File: src/pkg/rtcs_pkg.sv
package rtcs_pkg;
  // Timing base
  localparam int CLK_PERIOD_NS = 8;
  localparam int TICK_PERIOD_NS = 1000000000;
  localparam int TICK_CYCLES = TICK_PERIOD_NS / CLK_PERIOD_NS;
  localparam int CHECK_INTERVAL_H = 24;
  localparam int SECONDS_PER_H = 3600;
  localparam int CHECK_SECONDS = CHECK_INTERVAL_H * SECONDS_PER_H;

  // Register indices; byte address is four times the index
  localparam logic [5:0] IDX_CENTURY_HOURS = 6'h03;
  localparam logic [5:0] IDX_CALIBRATION_OUTPUT = 6'h08;
  localparam logic [5:0] IDX_WATCHDOG = 6'h09;
  localparam logic [5:0] IDX_FLAGS = 6'h0F;
  localparam logic [5:0] IDX_CONTROL = 6'h10;
  localparam logic [5:0] IDX_IRQ_STATUS = 6'h11;
  localparam logic [5:0] IDX_IRQ_MASK = 6'h12;
  localparam logic [5:0] IDX_POWER_STATUS = 6'h13;

  // century_hours fields
  localparam int BIT_CENTURY_ENABLE = 7;
  localparam int BIT_CENTURY_TOGGLE = 6;
  // calibration_output fields
  localparam int BIT_OUTPUT_LEVEL = 7;
  localparam int BIT_FREQ_TEST = 6;
  // flags fields
  localparam int BIT_ALARM_FLAG = 6;
  localparam int BIT_BATTERY_LOW = 4;
  localparam int BIT_OSC_FAIL = 2;
  // control fields
  localparam int BIT_OSC_HALT = 0;
  localparam int BIT_ALARM_IRQ_EN = 1;
  localparam int BIT_SQUARE_WAVE_EN = 2;
  localparam int BIT_ALARM_BACKUP_EN = 3;
  localparam int BIT_OSC_FAIL_IRQ_EN = 4;
  localparam int BIT_POWER_DOWN_STAMP = 5;
  // Interrupt status and mask fields
  localparam int EV_CENTURY = 0;
  localparam int EV_BATTERY_LOW = 1;
  localparam int EV_OSC_FAIL = 2;
  localparam int EV_ALARM = 3;
  localparam int EV_COUNT = 4;

  // Reset values on first power-up
  localparam logic [7:0] RST_CENTURY_HOURS = 8'h00;
  localparam logic [7:0] RST_CALIBRATION = 8'h80;
  localparam logic [7:0] RST_WATCHDOG = 8'h00;
  localparam logic [7:0] RST_CONTROL = 8'h21;
  localparam logic [3:0] RST_IRQ_MASK = 4'h0;
  localparam logic [31:0] READ_ZERO = 32'h0000_0000;

  typedef enum logic [1:0] {
    RTCS_BUS_IDLE,
    RTCS_BUS_ANSWER
  } rtcs_bus_state_t;
endpackage

File: src/verilog/rtcs_status.sv
// Function
// - With century enable set, the century bit inverts at each rollover.
// - With century enable clear, the century bit holds at rollover.
// - Battery check at every power-up and once a day on main power.
// - A failing battery check sets the battery-low flag.
// - Battery-low flag holds until a later check passes.
// - Battery checks only happen while main supply is nominal.
// - Oscillator-fail sets on first power, oscillator stop, or halt bit.
// - Oscillator-fail stays set until software writes it zero.
// - Oscillator-fail with its enable pulls the pin active.
// - Only clearing enable or flag releases it; a flags read does not.
// - In static mode the pin follows the output level bit.
// - The pin is open drain; it only ever pulls low.
// - First power-up loads the documented control bit defaults.
// - Later power-up sets stamp, clears freq test and watchdog.
// - Other control bits keep their values at a later power-up.
// - Alarm match with enable, no square wave, sets flag and pin.
//
// Decided for this implementation: the Avalon-MM interface to the registers.
module rtcs_status
  import rtcs_pkg::*;
#(
  parameter int TICK_CYCLES_P = TICK_CYCLES,
  parameter int CHECK_SECONDS_P = CHECK_SECONDS
) (
  input wire logic clk_in,
  input wire logic rst_n_in,
  input wire logic [7:0] avs_address_in,
  input wire logic avs_read_in,
  input wire logic avs_write_in,
  input wire logic [3:0] avs_byteenable_in,
  input wire logic [31:0] avs_writedata_in,
  output logic [31:0] avs_readdata_out,
  output logic avs_waitrequest_out,
  input wire logic main_power_good_in,
  input wire logic power_up_in,
  input wire logic battery_below_in,
  input wire logic osc_stopped_in,
  input wire logic century_rollover_in,
  input wire logic alarm_match_in,
  output logic multi_function_pin_in_unused_out,
  output logic multi_function_pin_out,
  output logic multi_function_pin_oe_out,
  output logic irq_out
);

  // Register index match
  function automatic logic rtcs_hit(input logic [7:0] addr,
                                    input logic [5:0] idx);
    rtcs_hit = (addr[7:2] == idx);
  endfunction

  rtcs_bus_state_t bus_state_reg, bus_state_next;
  logic [31:0] readdata_reg, readdata_next;
  logic [7:0] century_reg, century_next;
  logic [7:0] cal_reg, cal_next;
  logic [7:0] wdog_reg, wdog_next;
  logic [7:0] ctrl_reg, ctrl_next;
  logic alarm_flag_reg, alarm_flag_next;
  logic battery_low_reg, battery_low_next;
  logic osc_fail_reg, osc_fail_next;
  logic [EV_COUNT-1:0] irq_stat_reg, irq_stat_next;
  logic [EV_COUNT-1:0] irq_mask_reg, irq_mask_next;
  logic mf_oe_reg, mf_oe_next;
  logic [31:0] tick_cnt_reg, tick_cnt_next;
  logic [31:0] sec_cnt_reg, sec_cnt_next;
  logic first_reg;

  // Bus handshake: one wait cycle, then the answer edge
  wire req = avs_read_in | avs_write_in;
  wire accept = req & (bus_state_reg == RTCS_BUS_IDLE);
  wire done = req & (bus_state_reg == RTCS_BUS_ANSWER);
  wire wr_done = done & avs_write_in & avs_byteenable_in[0];
  wire rd_done = done & avs_read_in;
  wire [7:0] wdata = avs_writedata_in[7:0];
  wire wr_cent = wr_done & rtcs_hit(avs_address_in, IDX_CENTURY_HOURS);
  wire wr_cal = wr_done & rtcs_hit(avs_address_in, IDX_CALIBRATION_OUTPUT);
  wire wr_wdog = wr_done & rtcs_hit(avs_address_in, IDX_WATCHDOG);
  wire wr_flags = wr_done & rtcs_hit(avs_address_in, IDX_FLAGS);
  wire wr_ctrl = wr_done & rtcs_hit(avs_address_in, IDX_CONTROL);
  wire wr_mask = wr_done & rtcs_hit(avs_address_in, IDX_IRQ_MASK);
  wire rd_flags = rd_done & rtcs_hit(avs_address_in, IDX_FLAGS);
  wire rd_stat = rd_done & rtcs_hit(avs_address_in, IDX_IRQ_STATUS);

  // Named control bits
  wire century_enable = century_reg[BIT_CENTURY_ENABLE];
  wire century_toggle_bit = century_reg[BIT_CENTURY_TOGGLE];
  wire out_level = cal_reg[BIT_OUTPUT_LEVEL];
  wire freq_test = cal_reg[BIT_FREQ_TEST];
  wire osc_halt = ctrl_reg[BIT_OSC_HALT];
  wire alarm_irq_enable = ctrl_reg[BIT_ALARM_IRQ_EN];
  wire square_wave_enable = ctrl_reg[BIT_SQUARE_WAVE_EN];
  wire osc_fail_irq_enable = ctrl_reg[BIT_OSC_FAIL_IRQ_EN];
  wire wdog_set = (wdog_reg != RST_WATCHDOG);

  // Day timer runs on one-second ticks, only on main power
  wire tick = main_power_good_in &
              (tick_cnt_reg == 32'(TICK_CYCLES_P - 1));
  wire day_done = tick & (sec_cnt_reg == 32'(CHECK_SECONDS_P - 1));
  // First power-up (reset release) checks the battery as well
  wire check_now = main_power_good_in &
                   (first_reg | power_up_in | day_done);

  // Flag set, interrupt and pin drive conditions
  wire of_set = osc_stopped_in | osc_halt;
  wire of_irq = osc_fail_irq_enable & osc_fail_reg;
  wire alarm_irq = alarm_irq_enable & ~square_wave_enable &
                   alarm_flag_reg;
  wire static_mode = ~freq_test & ~alarm_irq_enable & ~square_wave_enable &
                     ~wdog_set;
  wire pin_low = static_mode ? (~out_level | of_irq)
                             : (of_irq | alarm_irq);
  wire [EV_COUNT-1:0] events = {alarm_match_in,
                                of_set & ~osc_fail_reg,
                                check_now & battery_below_in,
                                century_rollover_in};

  // Bus state and read data
  always_comb begin
    bus_state_next = bus_state_reg;
    readdata_next = readdata_reg;
    if (accept) begin
      bus_state_next = RTCS_BUS_ANSWER;
      readdata_next = READ_ZERO;
      if (rtcs_hit(avs_address_in, IDX_CENTURY_HOURS)) begin
        readdata_next[7:0] = century_reg;
      end else if (rtcs_hit(avs_address_in, IDX_CALIBRATION_OUTPUT)) begin
        readdata_next[7:0] = cal_reg;
      end else if (rtcs_hit(avs_address_in, IDX_WATCHDOG)) begin
        readdata_next[7:0] = wdog_reg;
      end else if (rtcs_hit(avs_address_in, IDX_FLAGS)) begin
        readdata_next[BIT_ALARM_FLAG] = alarm_flag_reg;
        readdata_next[BIT_BATTERY_LOW] = battery_low_reg;
        readdata_next[BIT_OSC_FAIL] = osc_fail_reg;
      end else if (rtcs_hit(avs_address_in, IDX_CONTROL)) begin
        readdata_next[7:0] = ctrl_reg;
      end else if (rtcs_hit(avs_address_in, IDX_IRQ_STATUS)) begin
        readdata_next[EV_COUNT-1:0] = irq_stat_reg;
      end else if (rtcs_hit(avs_address_in, IDX_IRQ_MASK)) begin
        readdata_next[EV_COUNT-1:0] = irq_mask_reg;
      end else if (rtcs_hit(avs_address_in, IDX_POWER_STATUS)) begin
        readdata_next[2:0] = {osc_stopped_in, battery_below_in,
                              main_power_good_in};
      end
    end else if (done) begin
      bus_state_next = RTCS_BUS_IDLE;
    end
  end

  // Century register
  always_comb begin
    century_next = century_reg;
    if (wr_cent) begin
      century_next = wdata;
    end
    if (century_rollover_in & century_enable) begin
      century_next[BIT_CENTURY_TOGGLE] = ~century_toggle_bit;
    end
  end

  // Calibration, watchdog and control; power-up beats a write
  always_comb begin
    cal_next = wr_cal ? wdata : cal_reg;
    wdog_next = wr_wdog ? wdata : wdog_reg;
    ctrl_next = wr_ctrl ? wdata : ctrl_reg;
    if (power_up_in) begin
      ctrl_next[BIT_POWER_DOWN_STAMP] = 1'b1;
      cal_next[BIT_FREQ_TEST] = 1'b0;
      wdog_next = RST_WATCHDOG;
    end
  end

  // Flags: hardware set wins over software clear
  always_comb begin
    alarm_flag_next = alarm_flag_reg;
    battery_low_next = battery_low_reg;
    osc_fail_next = osc_fail_reg;
    if (rd_flags) begin
      alarm_flag_next = 1'b0;
    end
    if (alarm_match_in) begin
      alarm_flag_next = 1'b1;
    end
    if (check_now) begin
      battery_low_next = battery_below_in;
    end
    if (wr_flags & ~wdata[BIT_OSC_FAIL]) begin
      osc_fail_next = 1'b0;
    end
    if (of_set) begin
      osc_fail_next = 1'b1;
    end
  end

  // Interrupt status, mask and pin drive
  always_comb begin
    irq_stat_next = rd_stat ? '0 : irq_stat_reg;
    irq_stat_next = irq_stat_next | events;
    irq_mask_next = wr_mask ? wdata[EV_COUNT-1:0] : irq_mask_reg;
    mf_oe_next = pin_low;
  end

  // Divider and day counter
  always_comb begin
    tick_cnt_next = tick_cnt_reg;
    sec_cnt_next = sec_cnt_reg;
    if (power_up_in | ~main_power_good_in) begin
      tick_cnt_next = '0;
      sec_cnt_next = '0;
    end else if (tick) begin
      tick_cnt_next = '0;
      sec_cnt_next = day_done ? '0 : sec_cnt_reg + 32'h0000_0001;
    end else begin
      tick_cnt_next = tick_cnt_reg + 32'h0000_0001;
    end
  end

  // Bus registers
  always_ff @(posedge clk_in or negedge rst_n_in) begin
    if (!rst_n_in) begin
      bus_state_reg <= RTCS_BUS_IDLE;
      readdata_reg <= READ_ZERO;
    end else begin
      bus_state_reg <= bus_state_next;
      readdata_reg <= readdata_next;
    end
  end

  // Control registers; reset is the first power-up
  always_ff @(posedge clk_in or negedge rst_n_in) begin
    if (!rst_n_in) begin
      century_reg <= RST_CENTURY_HOURS;
      cal_reg <= RST_CALIBRATION;
      wdog_reg <= RST_WATCHDOG;
      ctrl_reg <= RST_CONTROL;
    end else begin
      century_reg <= century_next;
      cal_reg <= cal_next;
      wdog_reg <= wdog_next;
      ctrl_reg <= ctrl_next;
    end
  end

  // Flag registers
  always_ff @(posedge clk_in or negedge rst_n_in) begin
    if (!rst_n_in) begin
      alarm_flag_reg <= 1'b0;
      battery_low_reg <= 1'b0;
      osc_fail_reg <= 1'b1;
    end else begin
      alarm_flag_reg <= alarm_flag_next;
      battery_low_reg <= battery_low_next;
      osc_fail_reg <= osc_fail_next;
    end
  end

  // Interrupt and pin registers
  always_ff @(posedge clk_in or negedge rst_n_in) begin
    if (!rst_n_in) begin
      irq_stat_reg <= '0;
      irq_mask_reg <= RST_IRQ_MASK;
      mf_oe_reg <= 1'b0;
    end else begin
      irq_stat_reg <= irq_stat_next;
      irq_mask_reg <= irq_mask_next;
      mf_oe_reg <= mf_oe_next;
    end
  end

  // Timer registers
  always_ff @(posedge clk_in or negedge rst_n_in) begin
    if (!rst_n_in) begin
      tick_cnt_reg <= '0;
      sec_cnt_reg <= '0;
    end else begin
      tick_cnt_reg <= tick_cnt_next;
      sec_cnt_reg <= sec_cnt_next;
    end
  end

  // Outputs; the pin output value is always low
  assign avs_waitrequest_out = req & (bus_state_reg != RTCS_BUS_ANSWER);
  assign avs_readdata_out = readdata_reg;
  assign multi_function_pin_out = 1'b0;
  assign multi_function_pin_oe_out = mf_oe_reg;
  assign multi_function_pin_in_unused_out = 1'b0;
  assign irq_out = |(irq_stat_reg & irq_mask_reg);

  // First cycle after reset release; starts the power-up battery check
  always_ff @(posedge clk_in or negedge rst_n_in) begin
    if (!rst_n_in) begin
      first_reg <= 1'b1;
    end else begin
      first_reg <= 1'b0;
    end
  end
endmodule

File: config.mk
export PLATFORM = sky130hd
export DESIGN_NAME = rtcs_status
export DESIGN_NICKNAME = d
export VERILOG_FILES = /design/src/pkg/rtcs_pkg.sv /design/src/verilog/rtcs_status.sv
export SDC_FILE = /design/constraint.sdc
export NUM_CORES = 1
export LEC_CHECK = 0
export CORE_MARGIN = 4
export CORE_UTILIZATION = 50
export CTS_CLUSTER_SIZE = 28
export DETAILED_ROUTE_END_ITERATION = 10
export DONT_BUFFER_PORTS = 1
export PLACE_DENSITY_LB_ADDON = 0.08
export SKIP_CTS_REPAIR_TIMING = 1
export SLEW_MARGIN = 20
export SYNTH_ARGS = -nofsm -noshare
export SYNTH_HDL_FRONTEND = slang
export SYNTH_SLANG_ARGS = --single-unit
File: constraint.sdc
create_clock -name clk_in -period 3.3 [get_ports clk_in]
set_clock_uncertainty 0.2 [all_clocks]
set_input_delay 0 -clock clk_in [delete_from_list [all_inputs] [get_ports clk_in]]
set_output_delay 0 -clock clk_in [all_outputs]
set_load 0.02 [all_outputs]
* Yosys cells after proc, flatten, opt, wreduce, memory -nomap -nowiden
Cells that the tools add are included.
** Storage, ports and cells
- Flip-flop bits (word level) :: 119
- Input port bits :: 54
- Output and inout bits :: 37
- Logic and storage cells :: 125
** Operators by class
- Add/sub/neg operators :: 2
- Equality and inequality tests :: 12
- Muxes and demuxes :: 37
- Bitwise operators :: 45
- Reduce and logical (&&, ||, !) cells :: 11
** Operators by type and width (number)
- two-way mux 32 bit :: 5
- adder 32 x 1 -> 32 bit (second input constant) :: 2
- two-way mux 8 bit :: 5
- == test 32 x 17 -> 1 bit (second input constant) :: 1
- == test 32 x 27 -> 1 bit (second input constant) :: 1
- AND 1 bit :: 27
- == test 6 x 5 -> 1 bit (second input constant) :: 4
- == test 6 x 4 -> 1 bit (second input constant) :: 3
- two-way mux 4 bit :: 4
- nonzero test 2 bit :: 8
- two-way mux 1 bit :: 15
- two-way mux 7 bit :: 2
- NOT 1 bit :: 9
- nonzero test 8 bit :: 1
- bitwise OR 1 bit :: 7
- == test 6 x 2 -> 1 bit (second input constant) :: 1
- two-way mux 2 bit :: 3
- two-way mux 3 bit :: 2
- two-way mux 6 bit :: 1
- AND 4 bit :: 1
- bitwise OR 4 bit :: 1
- OR reduction 4 bit :: 1
- == test 2 x 1 -> 1 bit (second input constant) :: 1
- zero test 2 bit :: 1
- inequality test 2 x 1 -> 1 bit (second input constant) :: 1

* Logic depth before layout (Yosys ltp)
- Depth in word-level cells :: 9
- Depth in mapped cells :: 9
- Depth with buffers taken out :: 6

* Least setup slack after synthesis
OpenSTA, ideal clock, no wires.
- Path kind :: flip-flop to flip-flop
- Start point :: register tick_cnt_reg[15]
- End point :: register sec_cnt_reg[21]
- Library setup time :: 78 ps
- Arrival :: 2380 ps
- Data required time :: 3022 ps
- Path slack :: 642 ps
- Cell stages (with the launch flop) :: 7
- Buffers on the path :: 1
- Clock period less this slack :: 2658 ps
- Cell sequence :: dfrtp_1 -> or4b_4 -> nor4_4 -> a31oi_2 -> clkbuf_2 -> or4_1 -> a21oi_1
** Between the ends
- Cells in the longest elaborated chain, start to end :: 6
- Elaborated cells between the ends (all ways) :: 7
- Classes of those cells :: 1 x eq/ne; 3 x mux; 2 x bitwise; 1 x reduce/logical
** Ends and longest elaborated chain
- from (decl) :: RTL line rtcs_status.sv:65 : logic [31:0] tick_cnt_reg, tick_cnt_next;
- from (signal assigned) :: RTL line rtcs_status.sv:276 : tick_cnt_reg <= tick_cnt_next;
- == test 32 x 27 -> 1 bit (*) :: RTL line rtcs_status.sv:98 : (tick_cnt_reg == 32'(TICK_CYCLES_P - 1));
- AND 1 bit (*) :: RTL line rtcs_status.sv:97 : wire tick = main_power_good_in &
- AND 1 bit :: RTL line rtcs_status.sv:99 : wire day_done = tick & (sec_cnt_reg == 32'(CHECK_SECONDS_P - 1));
- two-way mux 32 bit :: RTL line rtcs_status.sv:212 : sec_cnt_next = day_done ? '0 : sec_cnt_reg + 32'h0000_0001;
- two-way mux 32 bit :: RTL line rtcs_status.sv:210 : end else if (tick) begin
- two-way mux 32 bit :: RTL line rtcs_status.sv:207 : if (power_up_in | ~main_power_good_in) begin
- to (signal assigned) :: RTL line rtcs_status.sv:277 : sec_cnt_reg <= sec_cnt_next;
- to (decl) :: RTL line rtcs_status.sv:66 : logic [31:0] sec_cnt_reg, sec_cnt_next;
Every way passes the cells marked *; elsewhere a longest branch is shown, timed or not. The select of a mux whose other input is x is not followed.
A chain may end at the register's enable or synchronous reset.

* Worst setup path after layout
- Start point :: register tick_cnt_reg[18]
- End point :: register battery_low_reg
** Between the ends
- Cells in the longest elaborated chain, start to end :: 5
** Ends and longest elaborated chain
- == test 32 x 27 -> 1 bit :: RTL line rtcs_status.sv:98
- AND 1 bit :: RTL line rtcs_status.sv:97
- AND 1 bit :: RTL line rtcs_status.sv:99
- bitwise OR 1 bit :: RTL line rtcs_status.sv:102 : (first_reg | power_up_in | day_done);
- AND 1 bit :: RTL line rtcs_status.sv:101 : wire check_now = main_power_good_in &
- to (signal assigned) :: RTL line rtcs_status.sv:252 : battery_low_reg <= battery_low_next;
- to (decl) :: RTL line rtcs_status.sv:60 : logic battery_low_reg, battery_low_next;
Every way passes these cells.

==> flow_metrics.env <==
export IMPL_synth_common_cells="dfrtp_1, nor2_1, nand2_1, a21oi_1, nand3_1"
export IMPL_cp_end_kind="flop"
export IMPL_pin_count=91
export IMPL_violations="negative hold slack"
export IMPL_fin_nets=740
export IMPL_drc_errors=0
export IMPL_vias=5211
export IMPL_place_area_um2=6410
export IMPL_crit_type="reg2reg"
export IMPL_fp_dieH_um=120
export IMPL_status="complete, but fails checks"
export IMPL_cp_num_buf_inv=2
export IMPL_start_util=0.518
export IMPL_startpoint_type="flop"
export IMPL_finalHoldViolCount=17
export IMPL_grt_usage=0.211
export IMPL_grt_max_degree=119
export IMPL_place_hpwl_um=10100
export IMPL_dieArea_um2=14500
export IMPL_cts_tree="built"
export IMPL_syn_inst=644
export IMPL_antenna_found_initial=0
export IMPL_slew_headroom=0.292
export IMPL_drt_wl_total_um=15600
export IMPL_clk_latency_ps=410
export IMPL_die_x_um=120
export IMPL_cts_made_buffers=17
export IMPL_crit_slowest_cell="or4b_4"
export IMPL_slew_violations=0
export IMPL_first_global_vias=4791
export IMPL_setup_ws_ps=218
export IMPL_met2_usage=0.333
export IMPL_hp_class="in2async"
export IMPL_fin_total_pwr_mw=3.99
export IMPL_final_layout_size_suffix_gt1_frac=0.128
export IMPL_via_per_inst=6.02
export IMPL_placedCellCount=799
export IMPL_first_pass_iters=6
export IMPL_synthTopCellsByArea="dfrtp_1, mux2_2, nor2_1"
export IMPL_avgSynthCellArea_um2=9.78
export IMPL_leakage_nw=2.98
export IMPL_path_cells="or4b_4 -> nor4_4 -> buf_4 -> nand3_1 -> o211ai_1 -> o211ai_1 -> dlygate4sd3_1"
export IMPL_final_area_um2=7400
export IMPL_crit_arrival_ps=3170
export IMPL_yosysSeqAreaShare=0.470
export IMPL_powerDensity_nw_per_um2=539
export IMPL_worst_slew_pin_slew_ps=1050
export IMPL_cts_buffer_depth=2
export IMPL_antennaDiodeCount=0
export IMPL_worstPathRequired_ps=3390
export IMPL_clk_pin_slew_ps=60
export IMPL_cpPeakStageDelay_ps=570
export IMPL_cts_sinks=118
export IMPL_grt_pass1_wl_um=24400
export IMPL_synthDominantCellAreaShare=0.449
export IMPL_use_met1=0.272
export IMPL_grt_ovfl_total=0
export IMPL_holdWs_ps=-53.1
export IMPL_ys_async_sr_fraction=1.00
export IMPL_synth_ff_type="dfrtp_1"
export IMPL_yosys_cell_types_count=58
export IMPL_gp_congestion=0.858
export IMPL_yosysMostFrequentCell="dfrtp_1"
export IMPL_final_util=0.609
export IMPL_rsz0062_at_grt="no"
export IMPL_root_buffer="clkbuf_16"
export IMPL_irDropWorstVdd_v=0.000319
export IMPL_period_share=0.934
export IMPL_ys_ff_latch=118
export IMPL_critical_path_max_fanout=8
export IMPL_top_usage_layer="met2"
export IMPL_synth_edf_count=0
export IMPL_netlist_area_um2=6300
export IMPL_area_growth_pct=17.6
export IMPL_fin_cells=865
export IMPL_final_antenna_net_count=0
export IMPL_wl_per_cell_um=18.1
export IMPL_initialDrtViolationCount=541
export IMPL_pre_cts_slack_ps=443
export IMPL_grt_util_met3=0.0645
export IMPL_fmax_mhz=324
export IMPL_ys_warnings_count=0
export IMPL_crit_family="simple AND/OR/NAND/NOR gates"
export IMPL_h_tree_depth=4
export IMPL_yosysTopAreaCell="dfrtp_1"
export IMPL_post_route_min_period_ps=3080
export IMPL_core_um2=12200
export IMPL_io_buffers=0
export IMPL_cap_violations=0
export IMPL_crit_top_cell="o211ai_1"
export IMPL_row_count=40
export IMPL_setup_violations_final=0
export IMPL_tns_ps=0
-- worst register-to-register path, delay by kind of cell, from the launching register on --
family | cells | cell delay (ps)
buffers and inverters | 2 | 780
AO/OA/AOI/OAI | 2 | 360
flip-flops | 1 | 420
AND/OR/NAND/NOR | 3 | 1210
-- logic make-up after synthesis --
logic type | synth area share
AOI/OAI and AO/OA | 0.127
and+or+nand+nor | 0.239
buffers and inverters | 0.0550
other | 0.000596
DFF | 0.470
xor gates and xnor gates | 0.0320
adders and majority gates | 0.00397
muxes | 0.0725
-- final timing paths --
check / endpoint / cells after the start / from / slack (ps)
hold reg to reg: tick_cnt_reg[0] / 1 / tick_cnt_reg[0] / 280
min in group clk_in: avs_readdata_out[2] / 4 / avs_address_in[5] / -30
setup / recovery: battery_low_reg / 7 / tick_cnt_reg[18] / 220
hold / removal: irq_mask_reg[2] / 2 / rst_n_in / -50
max in group asynchronous: multi_function_pin_oe_out / 2 / rst_n_in / 2410
setup reg to reg: battery_low_reg / 7 / tick_cnt_reg[18] / 220
-- cells in the final DEF (no fill, tap or decap), types with 14 or more instances in the layout --
cell type,instances
mux2_2,27
dfrtp_1,113
nand2_1,40
conb_1,27
o21ai_0,21
inv_1,15
a21oi_1,38
nand4_1,27
nor3_1,17
or4_1,25
o31ai_1,20
dlygate4sd3_1,33
clkbuf_16,17
nor4_1,14
nand3_1,29
nor2_1,58
-- metal layers --
metal	up-vias	wire, um
li1	2449	-
met1	2552	6810
met2	181	7500
met3	29	865
met4	0	452
met5	-	0
-- layout make-up --
cell class                      instances  area (um2)
Fill cell                            1013        4760
Clock inverter                         11         174
Timing Repair Buffer                   46         448
Multi-Input combinational cell        486        3100
Sequential cell                       118        2960
Tap cell                              168         210
Clock buffer                           21         460
Inverter                               15        56.3
-- report_power, final --
| part | switching [mW] | internal [mW] |
|---|---|---|
| registers | 0.138 | 1.55 |
| logic | 0.211 | 0.125 |
| clock network | 0.662 | 1.30 |
| total | 1.01 | 2.98 |
No activity file was read; power rests on OpenSTA's default activity.
